**config.mk**
```make
export PLATFORM = sky130hd
export DESIGN_NAME = pst_timer
export DESIGN_NICKNAME = d
export VERILOG_FILES = /design/src/logic/pst_pkg.sv /design/src/logic/pst_timer.sv /design/src/logic/pst_prescaler.sv
export VERILOG_INCLUDE_DIRS = /design/src /design/src/logic
export SDC_FILE = /design/constraint.sdc
export NUM_CORES = 1
export LEC_CHECK = 0
export ABC_AREA = 0
export BUFFER_PORTS_ARGS = -buffer_cell sky130_fd_sc_hd__buf_2
export CORE_MARGIN = 10
export CORE_UTILIZATION = 25
export CTS_CLUSTER_SIZE = 24
export DETAILED_ROUTE_END_ITERATION = 16
export GPL_TIMING_DRIVEN = 0
export PLACE_DENSITY_LB_ADDON = 0.15
export SLEW_MARGIN = 40
export SYNTH_ARGS = -nofsm -noshare
export SYNTH_HDL_FRONTEND = slang
export SYNTH_HIERARCHICAL = 1
export SYNTH_SLANG_ARGS = --single-unit
```
**constraint.sdc**
```tcl
create_clock -name CLK_SYS -period 4.27 [get_ports CLK_SYS]
set_input_delay 0.6405 -clock CLK_SYS [delete_from_list [all_inputs] [get_ports CLK_SYS]]
set_output_delay 0.6405 -clock CLK_SYS [all_outputs]
set_load 0.05 [all_outputs]
```
**src/logic/pst_consts.svh**
```systemverilog
// constants for the prescaled tick counter: offsets, resets, codes
`ifndef PST_CONSTS_SVH
`define PST_CONSTS_SVH

// register byte addresses on the bus
`define PST_OFF_CNT_LO  8'h00
`define PST_OFF_CNT_HI  8'h04
`define PST_OFF_CTRL_A  8'h08
`define PST_OFF_CFG_B   8'h0C
`define PST_OFF_IRQ     8'h10

// reset values
`define PST_RST_CNT_LO  8'h00
`define PST_RST_CNT_HI  8'hFF
`define PST_RST_CTRL_A  8'h00
`define PST_RST_CFG_B   8'h00
`define PST_RST_HI_TRUE 8'h00
`define PST_RST_POST    4'h0

// writable bits of control a, bit places of the flag register
`define PST_CTRL_A_WMASK 8'h9F
`define PST_BIT_FLAG     0
`define PST_BIT_IRQ_EN   1

// counter limits and steps
`define PST_CNT_FULL    16'hFFFF
`define PST_CNT_ONE     16'h0001
`define PST_POST_ONE    4'h1
`define PST_PRE_W       15
`define PST_PRE_ZERO    15'h0000
`define PST_PRE_ONE     15'h0001

// bus widths and answers
`define PST_ADDR_W      8
`define PST_RESP_OKAY   2'b00
`define PST_RESP_DECERR 2'b11
`define PST_RD_PAD      24'h000000

`endif

```
**src/logic/pst_pkg.sv**
```systemverilog
// types shared by the prescaled tick counter files
`default_nettype none

package pst_pkg;

	// clock source codes of the source select field
	typedef enum logic [2:0] {
		PST_SRC_EXT_TRUE = 3'b000,
		PST_SRC_EXT_INV  = 3'b001,
		PST_SRC_FOSC4    = 3'b010,
		PST_SRC_HF       = 3'b011,
		PST_SRC_LF       = 3'b100,
		PST_SRC_MF       = 3'b101,
		PST_SRC_RSVD     = 3'b110,
		PST_SRC_LC       = 3'b111
	} pst_src_t;

	// control register a layout
	typedef struct packed {
		logic       run;
		logic       rsvd;
		logic       out_st;
		logic       wide;
		logic [3:0] post_sel;
	} pst_ctrl_a_t;

	// configuration register b layout
	typedef struct packed {
		pst_src_t   src;
		logic       bypass;
		logic [3:0] pre_sel;
	} pst_cfg_b_t;

	// flag and enable register layout
	typedef struct packed {
		logic [5:0] zero;
		logic       irq_en;
		logic       flag;
	} pst_irq_t;

endpackage : pst_pkg

`default_nettype wire

```
**src/logic/pst_timer.sv**
```systemverilog
// prescaled 8/16-bit tick counter with postscaler and bus registers
//
// Notes on behaviour
// a 3-bit field in config register b picks the count source
// internal source: count once per prescaled group of source periods
// external source: count on prescaled multiples of input rising edges
// prescaler offers sixteen power-of-two ratios, 1:1 to 1:32768
// prescale count hidden; low-byte or config-b write clears it
// postscaler ratio is code plus one, 1:1 to 1:16
// postscale count hidden; low-byte or control-a write clears it
// sleep with synchronised input stops the count
// sleep with bypassed sync keeps counting; enabled flag wakes device
// event: 8-bit low equals period copied from high byte, 16-bit wraps past FFFF
// flag sets once every postscale code plus one events
// flag with enable set raises the interrupt, also waking sleep
// pulse output high one prescaled period per postscaled event
// timer output toggles on each rising edge of the pulse
// timer output goes to pin routing and peripherals such as ADC
// control register a bit 5 shows the timer output level
// wide mode bit: 1 gives 16-bit, 0 gives 8-bit counting
// 8-bit match clears low byte, loads period from high byte
// 16-bit: low write loads true high, low read captures it
// sync bypass clear: resynchronise input; set: count edges directly
// prescale code n divides by two to the n
// run bit clear stops counting and idles the block
`default_nettype none
`include "pst_consts.svh"

module pst_timer (
	input  wire logic                   CLK_SYS,
	input  wire logic                   RST,
	input  wire logic                   SLEEP,
	input  wire logic                   EXT_CLK_IN,
	input  wire logic                   LC_CLK_IN,
	input  wire logic                   HF_CLK_IN,
	input  wire logic                   LF_CLK_IN,
	input  wire logic                   MF_CLK_IN,
	input  wire logic [`PST_ADDR_W-1:0] S_AXI_AWADDR,
	input  wire logic                   S_AXI_AWVALID,
	output logic                        S_AXI_AWREADY,
	input  wire logic [31:0]            S_AXI_WDATA,
	input  wire logic [3:0]             S_AXI_WSTRB,
	input  wire logic                   S_AXI_WVALID,
	output logic                        S_AXI_WREADY,
	output logic [1:0]                  S_AXI_BRESP,
	output logic                        S_AXI_BVALID,
	input  wire logic                   S_AXI_BREADY,
	input  wire logic [`PST_ADDR_W-1:0] S_AXI_ARADDR,
	input  wire logic                   S_AXI_ARVALID,
	output logic                        S_AXI_ARREADY,
	output logic [31:0]                 S_AXI_RDATA,
	output logic [1:0]                  S_AXI_RRESP,
	output logic                        S_AXI_RVALID,
	input  wire logic                   S_AXI_RREADY,
	output logic                        TIMER_OUT,
	output logic                        PULSE_OUT,
	output logic                        IRQ,
	output logic                        WAKE
);

	// register state
	pst_pkg::pst_ctrl_a_t       ctrl_a_reg;
	pst_pkg::pst_cfg_b_t        cfg_b_reg;
	pst_pkg::pst_irq_t          irq_reg;
	logic [7:0]                 cnt_lo_reg;
	logic [7:0]                 cnt_hi_reg;
	logic [7:0]                 hi_true_reg;
	logic [7:0]                 period_reg;
	logic [3:0]                 post_cnt_reg;
	logic                       pulse_reg;
	logic                       out_reg;

	// source path state
	logic                       sync1_reg;
	logic                       sync2_reg;
	logic                       prev_reg;

	// bus state
	logic                       aw_full_reg;
	logic [`PST_ADDR_W-1:0]     aw_addr_reg;
	logic                       w_full_reg;
	logic [7:0]                 w_data_reg;
	logic                       w_lane_reg;
	logic                       bvalid_reg;
	logic [1:0]                 bresp_reg;
	logic                       rvalid_reg;
	logic [1:0]                 rresp_reg;
	logic [31:0]                rdata_reg;

	// combinational nets
	pst_pkg::pst_src_t          src_sel;
	pst_pkg::pst_ctrl_a_t       ctrl_a_rd;
	logic                       src_level;
	logic                       src_chosen;
	logic                       src_edge;
	logic                       src_tick;
	logic                       halt;
	logic                       count_en;
	logic                       pre_in;
	logic                       pre_clr;
	logic                       pre_tick;
	logic                       wide;
	logic [15:0]                cnt16_inc;
	logic                       ev8;
	logic                       ev16;
	logic                       cnt_ev;
	logic                       post_hit;
	logic                       pulse_next;
	logic                       aw_take;
	logic                       w_take;
	logic                       wr_fire;
	logic [`PST_ADDR_W-1:0]     wr_addr;
	logic [7:0]                 wr_data;
	logic                       wr_lane;
	logic                       wr_lo;
	logic                       wr_hi;
	logic                       wr_ctrl;
	logic                       wr_cfg;
	logic                       wr_irq;
	logic                       wr_hit;
	logic                       ar_take;
	logic                       rd_lo;
	logic                       rd_hit;
	logic [7:0]                 rd_byte;

	// source selection from the select field
	assign src_sel = cfg_b_reg.src;
	assign src_level =
		(src_sel == pst_pkg::PST_SRC_EXT_TRUE) ? EXT_CLK_IN :
		(src_sel == pst_pkg::PST_SRC_EXT_INV)  ? ~EXT_CLK_IN :
		(src_sel == pst_pkg::PST_SRC_HF)       ? HF_CLK_IN :
		(src_sel == pst_pkg::PST_SRC_LF)       ? LF_CLK_IN :
		(src_sel == pst_pkg::PST_SRC_MF)       ? MF_CLK_IN :
		(src_sel == pst_pkg::PST_SRC_LC)       ? LC_CLK_IN :
		1'b0;

	// resynchronised or direct source, then rising edge
	assign src_chosen = cfg_b_reg.bypass ? src_level : sync2_reg;
	assign src_edge = src_chosen & ~prev_reg;
	// instruction clock source ticks every cycle
	assign src_tick = (src_sel == pst_pkg::PST_SRC_FOSC4) | src_edge;

	// sleep and run gating
	assign halt = SLEEP & ~cfg_b_reg.bypass;
	assign count_en = ctrl_a_reg.run & ~halt;
	assign pre_in = src_tick & count_en;
	assign pre_clr = wr_lo | wr_cfg | ~ctrl_a_reg.run;

	// power-of-two prescaler
	pst_prescaler u_pre (
		.clk      (CLK_SYS),
		.rst      (RST),
		.clr      (pre_clr),
		.tick_in  (pre_in),
		.sel      (cfg_b_reg.pre_sel),
		.tick_out (pre_tick)
	);

	// counting events in both widths
	assign wide = ctrl_a_reg.wide;
	assign cnt16_inc = {hi_true_reg, cnt_lo_reg} + `PST_CNT_ONE;
	assign ev8 = pre_tick & ~wide & (cnt_lo_reg == period_reg);
	assign ev16 = pre_tick & wide & ({hi_true_reg, cnt_lo_reg} == `PST_CNT_FULL);
	assign cnt_ev = ev8 | ev16;

	// postscaler: one hit every post_sel plus one events
	assign post_hit = cnt_ev & (post_cnt_reg == ctrl_a_reg.post_sel);

	// pulse held until the next prescaled tick
	assign pulse_next = ~ctrl_a_reg.run ? 1'b0 :
		post_hit ? 1'b1 :
		pre_tick ? 1'b0 :
		pulse_reg;

	// bus write channel
	assign aw_take = S_AXI_AWVALID & S_AXI_AWREADY;
	assign w_take = S_AXI_WVALID & S_AXI_WREADY;
	assign wr_fire = (aw_full_reg | aw_take) & (w_full_reg | w_take);
	assign wr_addr = aw_full_reg ? aw_addr_reg : S_AXI_AWADDR;
	assign wr_data = w_full_reg ? w_data_reg : S_AXI_WDATA[7:0];
	assign wr_lane = w_full_reg ? w_lane_reg : S_AXI_WSTRB[0];

	// write decode, lane 0 carries every register
	assign wr_lo = wr_fire & wr_lane & (wr_addr == `PST_OFF_CNT_LO);
	assign wr_hi = wr_fire & wr_lane & (wr_addr == `PST_OFF_CNT_HI);
	assign wr_ctrl = wr_fire & wr_lane & (wr_addr == `PST_OFF_CTRL_A);
	assign wr_cfg = wr_fire & wr_lane & (wr_addr == `PST_OFF_CFG_B);
	assign wr_irq = wr_fire & wr_lane & (wr_addr == `PST_OFF_IRQ);
	assign wr_hit = (wr_addr == `PST_OFF_CNT_LO) | (wr_addr == `PST_OFF_CNT_HI) |
		(wr_addr == `PST_OFF_CTRL_A) | (wr_addr == `PST_OFF_CFG_B) |
		(wr_addr == `PST_OFF_IRQ);

	// bus read decode
	assign ar_take = S_AXI_ARVALID & S_AXI_ARREADY;
	assign rd_lo = ar_take & (S_AXI_ARADDR == `PST_OFF_CNT_LO);
	assign ctrl_a_rd = '{run: ctrl_a_reg.run, rsvd: 1'b0, out_st: out_reg,
		wide: ctrl_a_reg.wide, post_sel: ctrl_a_reg.post_sel};
	assign rd_hit = (S_AXI_ARADDR == `PST_OFF_CNT_LO) |
		(S_AXI_ARADDR == `PST_OFF_CNT_HI) | (S_AXI_ARADDR == `PST_OFF_CTRL_A) |
		(S_AXI_ARADDR == `PST_OFF_CFG_B) | (S_AXI_ARADDR == `PST_OFF_IRQ);
	assign rd_byte =
		(S_AXI_ARADDR == `PST_OFF_CNT_LO) ? cnt_lo_reg :
		(S_AXI_ARADDR == `PST_OFF_CNT_HI) ? cnt_hi_reg :
		(S_AXI_ARADDR == `PST_OFF_CTRL_A) ? ctrl_a_rd :
		(S_AXI_ARADDR == `PST_OFF_CFG_B)  ? cfg_b_reg :
		(S_AXI_ARADDR == `PST_OFF_IRQ)    ? irq_reg :
		8'h00;

	// bus handshakes: one write and one read in flight
	assign S_AXI_AWREADY = ~aw_full_reg & ~bvalid_reg;
	assign S_AXI_WREADY = ~w_full_reg & ~bvalid_reg;
	assign S_AXI_BVALID = bvalid_reg;
	assign S_AXI_BRESP = bresp_reg;
	assign S_AXI_ARREADY = ~rvalid_reg;
	assign S_AXI_RVALID = rvalid_reg;
	assign S_AXI_RRESP = rresp_reg;
	assign S_AXI_RDATA = rdata_reg;

	// timer outputs, also the ADC auto-conversion trigger
	assign TIMER_OUT = out_reg;
	assign PULSE_OUT = pulse_reg;
	assign IRQ = irq_reg.flag & irq_reg.irq_en;
	assign WAKE = IRQ & SLEEP;

	// two-flop synchroniser and edge history
	always_ff @(posedge CLK_SYS)
	begin
		if (RST)
		begin
			sync1_reg <= 1'b0;
			sync2_reg <= 1'b0;
			prev_reg <= 1'b0;
		end
		else
		begin
			sync1_reg <= src_level;
			sync2_reg <= sync1_reg;
			prev_reg <= src_chosen;
		end
	end

	// control and configuration registers
	always_ff @(posedge CLK_SYS)
	begin
		if (RST)
		begin
			ctrl_a_reg <= `PST_RST_CTRL_A;
			cfg_b_reg <= `PST_RST_CFG_B;
		end
		else
		begin
			if (wr_ctrl)
				ctrl_a_reg <= wr_data
					& `PST_CTRL_A_WMASK; // status and spare bits stay clear
			if (wr_cfg)
				cfg_b_reg <= wr_data;
		end
	end

	// low byte: write, match clear or increment
	always_ff @(posedge CLK_SYS)
	begin
		if (RST)
			cnt_lo_reg <= `PST_RST_CNT_LO;
		else if (wr_lo)
			cnt_lo_reg <= wr_data;
		else if (ev8)
			cnt_lo_reg <= `PST_RST_CNT_LO;
		else if (pre_tick)
			cnt_lo_reg <= cnt16_inc[7:0];
	end

	// hidden true high byte of the 16-bit count
	always_ff @(posedge CLK_SYS)
	begin
		if (RST)
			hi_true_reg <= `PST_RST_HI_TRUE;
		else if (wr_lo & wide)
			hi_true_reg <= cnt_hi_reg;
		else if (pre_tick & wide)
			hi_true_reg <= cnt16_inc[15:8];
	end

	// high byte buffer and 8-bit period copy
	always_ff @(posedge CLK_SYS)
	begin
		if (RST)
		begin
			cnt_hi_reg <= `PST_RST_CNT_HI;
			period_reg <= `PST_RST_CNT_HI;
		end
		else
		begin
			if (wr_hi)
				cnt_hi_reg <= wr_data;
			else if (rd_lo & wide)
				cnt_hi_reg <= hi_true_reg;
			if (ev8)
				period_reg <= cnt_hi_reg;
		end
	end

	// postscale count, hidden from software
	always_ff @(posedge CLK_SYS)
	begin
		if (RST | wr_lo | wr_ctrl)
			post_cnt_reg <= `PST_RST_POST;
		else if (post_hit)
			post_cnt_reg <= `PST_RST_POST;
		else if (cnt_ev)
			post_cnt_reg <= post_cnt_reg + `PST_POST_ONE;
	end

	// pulse and toggled output
	always_ff @(posedge CLK_SYS)
	begin
		if (RST)
		begin
			pulse_reg <= 1'b0;
			out_reg <= 1'b0;
		end
		else
		begin
			pulse_reg <= pulse_next;
			out_reg <= out_reg ^ (pulse_next & ~pulse_reg);
		end
	end

	// flag set beats a same-cycle clear; enable is plain storage
	always_ff @(posedge CLK_SYS)
	begin
		if (RST)
			irq_reg <= '0;
		else
		begin
			if (post_hit)
				irq_reg.flag <= 1'b1;
			else if (wr_irq & wr_data[`PST_BIT_FLAG])
				irq_reg.flag <= 1'b0;
			if (wr_irq)
				irq_reg.irq_en <= wr_data[`PST_BIT_IRQ_EN];
		end
	end

	// write address and data holding
	always_ff @(posedge CLK_SYS)
	begin
		if (RST | wr_fire)
		begin
			aw_full_reg <= 1'b0;
			w_full_reg <= 1'b0;
		end
		else
		begin
			if (aw_take)
				aw_full_reg <= 1'b1;
			if (w_take)
				w_full_reg <= 1'b1;
		end
	end

	// holding payloads, no reset needed for data
	always_ff @(posedge CLK_SYS)
	begin
		if (aw_take)
			aw_addr_reg <= S_AXI_AWADDR;
		if (w_take)
		begin
			w_data_reg <= S_AXI_WDATA[7:0];
			w_lane_reg <= S_AXI_WSTRB[0];
		end
	end

	// write response
	always_ff @(posedge CLK_SYS)
	begin
		if (RST)
		begin
			bvalid_reg <= 1'b0;
			bresp_reg <= `PST_RESP_OKAY;
		end
		else if (wr_fire)
		begin
			bvalid_reg <= 1'b1;
			bresp_reg <= wr_hit ? `PST_RESP_OKAY : `PST_RESP_DECERR;
		end
		else if (S_AXI_BREADY)
			bvalid_reg <= 1'b0;
	end

	// read response
	always_ff @(posedge CLK_SYS)
	begin
		if (RST)
		begin
			rvalid_reg <= 1'b0;
			rresp_reg <= `PST_RESP_OKAY;
			rdata_reg <= '0;
		end
		else if (ar_take)
		begin
			rvalid_reg <= 1'b1;
			rresp_reg <= rd_hit ? `PST_RESP_OKAY : `PST_RESP_DECERR;
			rdata_reg <= {`PST_RD_PAD, rd_byte};
		end
		else if (S_AXI_RREADY)
			rvalid_reg <= 1'b0;
	end

endmodule : pst_timer

`default_nettype wire

```
**src/logic/pst_prescaler.sv**
```systemverilog
// power-of-two prescaler, ratio 1:2^sel
`default_nettype none
`include "pst_consts.svh"

module pst_prescaler (
	input  wire logic       clk,
	input  wire logic       rst,
	input  wire logic       clr,
	input  wire logic       tick_in,
	input  wire logic [3:0] sel,
	output logic            tick_out
);

	logic [`PST_PRE_W-1:0] cnt_reg;
	logic [`PST_PRE_W-1:0] cnt_next;
	logic [`PST_PRE_W-1:0] mask;

	// low sel bits of the count must all be ones to pass a tick
	for (genvar g = 0; g < `PST_PRE_W; g++)
	begin : g_mask
		assign mask[g] = (sel > 4'(g));
	end

	assign tick_out = tick_in & ((cnt_reg & mask) == mask);
	assign cnt_next = tick_out ? `PST_PRE_ZERO : cnt_reg + `PST_PRE_ONE;

	// count is hidden from software, cleared on request
	always_ff @(posedge clk)
	begin
		if (rst | clr)
			cnt_reg <= `PST_PRE_ZERO;
		else if (tick_in)
			cnt_reg <= cnt_next;
	end

endmodule : pst_prescaler

`default_nettype wire

```
# Yosys cells after proc, flatten, opt, wreduce, memory -nomap -nowiden
# Cells that the tools add are included.
# word_totals
reg_bits	105
latch_bits	0
mem_bits_rw	0
rom_bits	0
input_bits	65
output_inout_bits	45
wordCells	169
memories	0
# classes
n_addsub	3
mul	0
div	0
magnitude_cmp	15
eq_ne	18
shift	0
mux	34
n_bitwise	60
n_reduce_logical	10
# op_table
operator	count
$mux W8	13
$eq A8 B4 Y1 const B	4
$and A1 B1 Y1	29
$gt A4 B4 Y1 const B	7
$or A1 B1 Y1	18
$mux W1	17
$add A16 B1 Y16 const B	1
$eq A16 B16 Y1 const B	1
$eq A8 B3 Y1 const B	2
$eq A8 B5 Y1 const B	2
$gt A4 B3 Y1 const B	4
$logic_not A8 Y1	2
$add A15 B1 Y15 const B	1
$and A15 B15 Y15	1
$eq A15 B15 Y1	1
$mux W15	1
$not A1 Y1	11
$reduce_bool A2 Y1	5
$eq A3 B3 Y1 const B	3
$eq A8 B8 Y1	1
$gt A4 B1 Y1 const B	2
$gt A4 B2 Y1 const B	2
$eq A3 B2 Y1 const B	2
$mux W2	3
other kinds (7)	7

# Depth between registers and ports, before layout
# logic_depth
ltp_word	20
mapped_depth	15
depth_no_buf	14

# By module
# The synthesis kept the hierarchy.
# modules_own_cells
module	n_inst	cells_each	area_each_um2	seq_area_each_um2
pst_timer	1	498	4570.6	1931.9
pst_prescaler	1	95	790.8	300.3

# Worst setup path before layout
# OpenSTA, ideal clock, no wires.
# synth_timing
path_type	input to register
from	in EXT_CLK_IN
to	reg out_reg, in the netlist TIMER_OUT
setup_time_ps	128
arrival_time_ps	4083
required_time_ps	4142
setup_slack_ps	60
path_stages	14
n_path_buf	0
path_cell_list	xor2_1 nor2_1 a211oi_1 a31oi_1 a211o_1 a221oi_1 nand4b_1 nor3_1 nand3_1 nor4_2 nand4_1 a2111oi_1 xnor2_1 nor2_1
# synth_via
elab_chain_cells	16
elab_cells_between_ends	19
classes_between	6 x mux; 13 x bitwise
# synth_rtl
item	line	rtl
start, declared	pst_timer.sv:33	input wire logic EXT_CLK_IN,
$not A1 Y1	pst_timer.sv:130	(src_sel == pst_pkg::PST_SRC_EXT_INV) ? ~EXT_CLK_IN :
$mux W1	pst_timer.sv:130	
$mux W1 (*)	pst_timer.sv:129	(src_sel == pst_pkg::PST_SRC_EXT_TRUE) ? EXT_CLK_IN :
$mux W1 (*)	pst_timer.sv:138	assign src_chosen = cfg_b_reg.bypass ? src_level : sync2_reg;
$and A1 B1 Y1 (*)	pst_timer.sv:139	assign src_edge = src_chosen & ~prev_reg;
$or A1 B1 Y1 (*)	pst_timer.sv:141	assign src_tick = (src_sel == pst_pkg::PST_SRC_FOSC4) | src_edge;
$and A1 B1 Y1 (*)	pst_timer.sv:146	assign pre_in = src_tick & count_en;
net pre_in	pst_timer.sv:99	logic pre_in;
$and A1 B1 Y1 (*)	pst_prescaler.sv:24	assign tick_out = tick_in & ((cnt_reg & mask) == mask);
net pre_tick	pst_timer.sv:101	logic pre_tick;
$and A1 B1 Y1, on equally long branches (2 in series)	pst_timer.sv:162, pst_timer.sv:163	
$or A1 B1 Y1	pst_timer.sv:164	assign cnt_ev = ev8 | ev16;
$and A1 B1 Y1	pst_timer.sv:167	assign post_hit = cnt_ev & (post_cnt_reg == ctrl_a_reg.post_sel);
$mux W1 (*)	pst_timer.sv:171	post_hit ? 1'b1 :
$mux W1 (*)	pst_timer.sv:170	assign pulse_next = ~ctrl_a_reg.run ? 1'b0 :
$and A1 B1 Y1 (*)	pst_timer.sv:325	out_reg <= out_reg ^ (pulse_next & ~pulse_reg);
$xor A1 B1 Y1 (*)	pst_timer.sv:325	
end signal, assigned	pst_timer.sv:325	
end, declared	pst_timer.sv:71	logic out_reg;
# Mark *: on every way through the listed nets, which the timed path passes. The rest lies on a longest branch.
# A chain may end at the register's enable or synchronous reset.

# Worst setup path after layout
# layout_timing
from	reg cfg_b_reg, in the netlist src_sel[0]
to	reg out_reg, in the netlist TIMER_OUT
# layout_via
elab_chain_cells	20
elab_cells_between_ends	29
classes_between	6 x eq/ne; 10 x mux; 12 x bitwise; 1 x reduce/logical
# layout_rtl
item	line	rtl
start, declared	pst_timer.sv:63	pst_pkg::pst_cfg_b_t cfg_b_reg;
start signal, assigned	pst_timer.sv:248	cfg_b_reg <= `PST_RST_CFG_B;
start signal, assigned	pst_timer.sv:256	cfg_b_reg <= wr_data;
$eq A3 B3 Y1	pst_timer.sv:134	(src_sel == pst_pkg::PST_SRC_LC) ? LC_CLK_IN :
$mux W1	pst_timer.sv:134	
$mux W1	pst_timer.sv:133	(src_sel == pst_pkg::PST_SRC_MF) ? MF_CLK_IN :
$mux W1	pst_timer.sv:132	(src_sel == pst_pkg::PST_SRC_LF) ? LF_CLK_IN :
$mux W1	pst_timer.sv:131	(src_sel == pst_pkg::PST_SRC_HF) ? HF_CLK_IN :
$mux W1	pst_timer.sv:130	
$mux W1	pst_timer.sv:129	
$mux W1	pst_timer.sv:138	
[3 not listed]	--	
net pre_in	pst_timer.sv:99	
[1 not listed]	--	
net pre_tick	pst_timer.sv:101	
$and A1 B1 Y1, on equally long branches (2 in series)	pst_timer.sv:162, pst_timer.sv:163	
$or A1 B1 Y1	pst_timer.sv:164	
$and A1 B1 Y1	pst_timer.sv:167	
$mux W1 (*)	pst_timer.sv:171	
$mux W1 (*)	pst_timer.sv:170	
$and A1 B1 Y1 (*)	pst_timer.sv:325	
$xor A1 B1 Y1 (*)	pst_timer.sv:325	
# Marks and branches as above.

==> flow_summary.toml <==
[clock_network]
clock_path_buffers = 2
cts.sinks = 103
clkTransAtPathRegs_ns = 0.07
cts_tree = "yes"
cts_made_buffers = 9
cts-root-buf = "clkbuf_16"
clk-insertion-delay-late_ns = 0.35
h-tree-depth = 3

[cells_and_area]
drive_above_1_share_pct = 20.7
multi_input_area_mm2 = 0.00287
n_antenna_cell = 0
regArea_mm2 = 0.00223
finish.utilization_pct = 30.7
largest_register_ffs = 15
area_growth_pct = 20.9
fin_nets = 757
layout_common_cells = "dfxtp_1, nor2_1, buf_2"
fillers = 2280
final_common_cell = "dfxtp_1"

[placed_design]
dpl.hpwl_mm = 13.2
numPortBuffers = 58
dp_slack_ns = -1.51
place.gp.congestion = 0.838

[power]
powerDensity_mw_per_mm2 = 330
p_leak_uw = 0.00242
vdd_ir_drop_max_mv = 0.188

[route]
dr.pass1.iters = 4
wl_mm = 17.1
vias_per_cell = 4.75
drtAntennaViolNets = 0
drc = 0
drt-initial-drc-count = 260
wl_per_cell_um = 17.6
vias = 4600

[yosys]
seq_area_frac_synth_pct = 41.6
yosysTopAreaCell = "dfxtp_1"
synth_edf_count = 17
synth-simple-area-share_pct = 20.7
synth_xor_area_share_pct = 5.88
ys_seq_elements = 103
ys_types = 66
ys_warn_count = 6
syn_inst = 593
synth_top_area_share_pct = 32.1
synth.area.mux_share_pct = 6.88
synth_fa_ha_area_share_pct = 0.700
synth_area_per_cell_um2 = 9.04
syn_area_mm2 = 0.00536
postSynth.asyncResetShare_pct = 0
synth_flop_cell = "dfxtp_1"
synth.area.top_cells = "dfxtp_1, edfxtp_1, nor2_1"
synth_top_family_by_area = "simple AND/OR/NAND/NOR gates"
synth_compound_area_share_pct = 16.4

[timing]
final.setup.worst_slack_ns = 0.330
maxSlewViolCount = 0
fin_hold_ws_ns = 0.450
skew_ns = 0.00672
period_share_pct = 92.3
min_period_ns = 3.94
hold_viol_final = 0
fmax_mhz = 254
final-setup-viol-count = 0
rsz0062_at_grt = "false"
worst_pin_slew_ns = 0.823
relSlewSlack_pct = 44.9

[floorplan]
die-area_mm2 = 0.0277
row_count = 53
io_pins = 110
die_h_um = 166
die_w_um = 166
core_mm2 = 0.0211
initial_core_util_pct = 25.4

[critical_path]
path_class = "reg -> reg"
endpoint_kind = "flop"
cp.arrival_ns = 4.16
crit_required_ns = 4.49
max_stage_delay_ns = 0.42
critical_path.top_delay_family = "compound AO/OA/AOI/OAI gates"
crit_cells = 15
path_max_fanout = 8
r2r-end = "TIMER_OUT$_SDFF_PP0_"
cpMaxStageDelayCell = "dfxtp_2"
crit_end = "TIMER_OUT$_SDFF_PP0_"
critPathBufInv = 1
cp_cell_sequence = "xor2_1, nor2_1, a211oi_1, a31oi_1, a211o_1, a221oi_4, nand4b_1, nor3_4, nand3_1, nor4_4, nand4_1, buf_4, a2111oi_4, xnor2_1, nor2_1"
r2r-start = "src_sel[0]$_SDFFE_PP0P_"
worstSetupStartpointType = "flop"
worst_path_most_repeated_cell = "nor2_1"
worst_r2r_path_depth = 15
cp-startpoint = "src_sel[0]$_SDFFE_PP0P_"
rrSetupSlack_ns = 0.33

[global_route]
grt_max_degree = 17
grt_pass1_vias = 4715
overflow = 0
antenna_found_initial = 0
grt_pass1_wl_mm = 27.4
track_usage_pct = 12.3

[job]
maxCapViolations = 0

[worst_hold_path]
hp-class = "reg -> reg"

[run_status]
status = "completed"
-- metal layers --
metal	up-vias	global-route usage, %	part of all wire [%]
met5	-	0	0
met4	0	3.93	1.6
met3	15	3.22	6.3
met2	123	19.1	45
met1	2190	16.3	47
li1	2272	-	-
-- how the worst min path moves through the flow --
stage	from	end	slack [ns]	cells past startpoint
after floorplan	sync1_reg$_SDFF_PP0_	sync2_reg$_SDFF_PP0_	0.41	1
after global placement	sync1_reg$_SDFF_PP0_	sync2_reg$_SDFF_PP0_	0.42	1
after detailed placement	sync1_reg$_SDFF_PP0_	sync2_reg$_SDFF_PP0_	0.44	1
after CTS	S_AXI_RREADY	S_AXI_RVALID$_SDFFE_PP0P_	0.45	2
after global routing	S_AXI_RREADY	S_AXI_RVALID$_SDFFE_PP0P_	0.46	2
final	S_AXI_RDATA[6]$_SDFFE_PP0P_	S_AXI_RDATA[6]$_SDFFE_PP0P_	0.45	2
-- worst reg2reg max path, stage by stage, from the launching register on --
cell       delay [ns]
dfxtp_2          0.42
xor2_1           0.16
nor2_1           0.05
a211oi_1         0.22
a31oi_1          0.11
a211o_1          0.36
a221oi_4         0.40
nand4b_1         0.25
nor3_4           0.34
nand3_1          0.23
nor4_4           0.31
nand4_1          0.13
buf_4            0.19
a2111oi_4        0.42
xnor2_1          0.16
nor2_1           0.05
-- stage by stage --
| step | area [um2] | std cells | setup TNS, ns | total power (uW) |
|---|---|---|---|---|
| 2_1_floorplan | 5450 | 616 | 0 | 1240 |
| 3_3_place_gp | 6080 | 949 | -19.61 | 1310 |
| 3_5_place_dp | 6090 | 949 | -20.25 | 1320 |
| 4_1_cts | 6460 | 967 | 0 | 2170 |
| 5_1_grt | 6480 | 969 | 0 | 2230 |
| 6_report | 6480 | 969 | 0 | 2140 |
-- what timing repair did --
item	CTS	global route
setup buffers	2	2
hold buffers	0	0
setup endpoints to repair	29	17
pin swaps	2	3
gates resized for setup	7	1
-- kinds of logic after synthesis --
family,after synthesis
buffers and inverters,78
other,1
adder cells (fa/ha/maj),3
multiplexers,30
flip-flops,103
XOR/XNOR,36
AND/OR/NAND/NOR,218
AO/OA/AOI/OAI,124
-- cell usage after synthesis, drive strengths merged (4+ instances only) --
cell,instances
a211o,9
a211oi,30
a21oi,40
a22oi,9
and2,5
and3,6
buf,36
clkbuf,19
dfxtp,86
edfxtp,17
inv,22
mux2,5
mux2i,20
mux4,5
nand2,33
nand2b,8
nand3,29
nand4,13
nor2,81
nor3,18
nor4,5
o21ai,9
or3,4
xnor2,23
xor2,13
-- report_power, final --
part | leakage, uW | switching [uW] | internal, uW
sequential | 0.000858 | 11.1 | 1010
combinational | 0.00142 | 195 | 77.7
clock | 0.000144 | 377 | 468
total | 0.00242 | 583 | 1560
-- layout make-up --
class                   instances  area share, %
multi-input cells             435           44.2
flip-flops and latches        103           34.5
well taps                     275           5.31
plain buffers                  55           5.12
repair buffers                 62           4.94
clock buffers                  10           3.69
inverters                      23           1.33
clock inverters                 6          0.927
No activity file was read; power rests on OpenSTA's default activity.
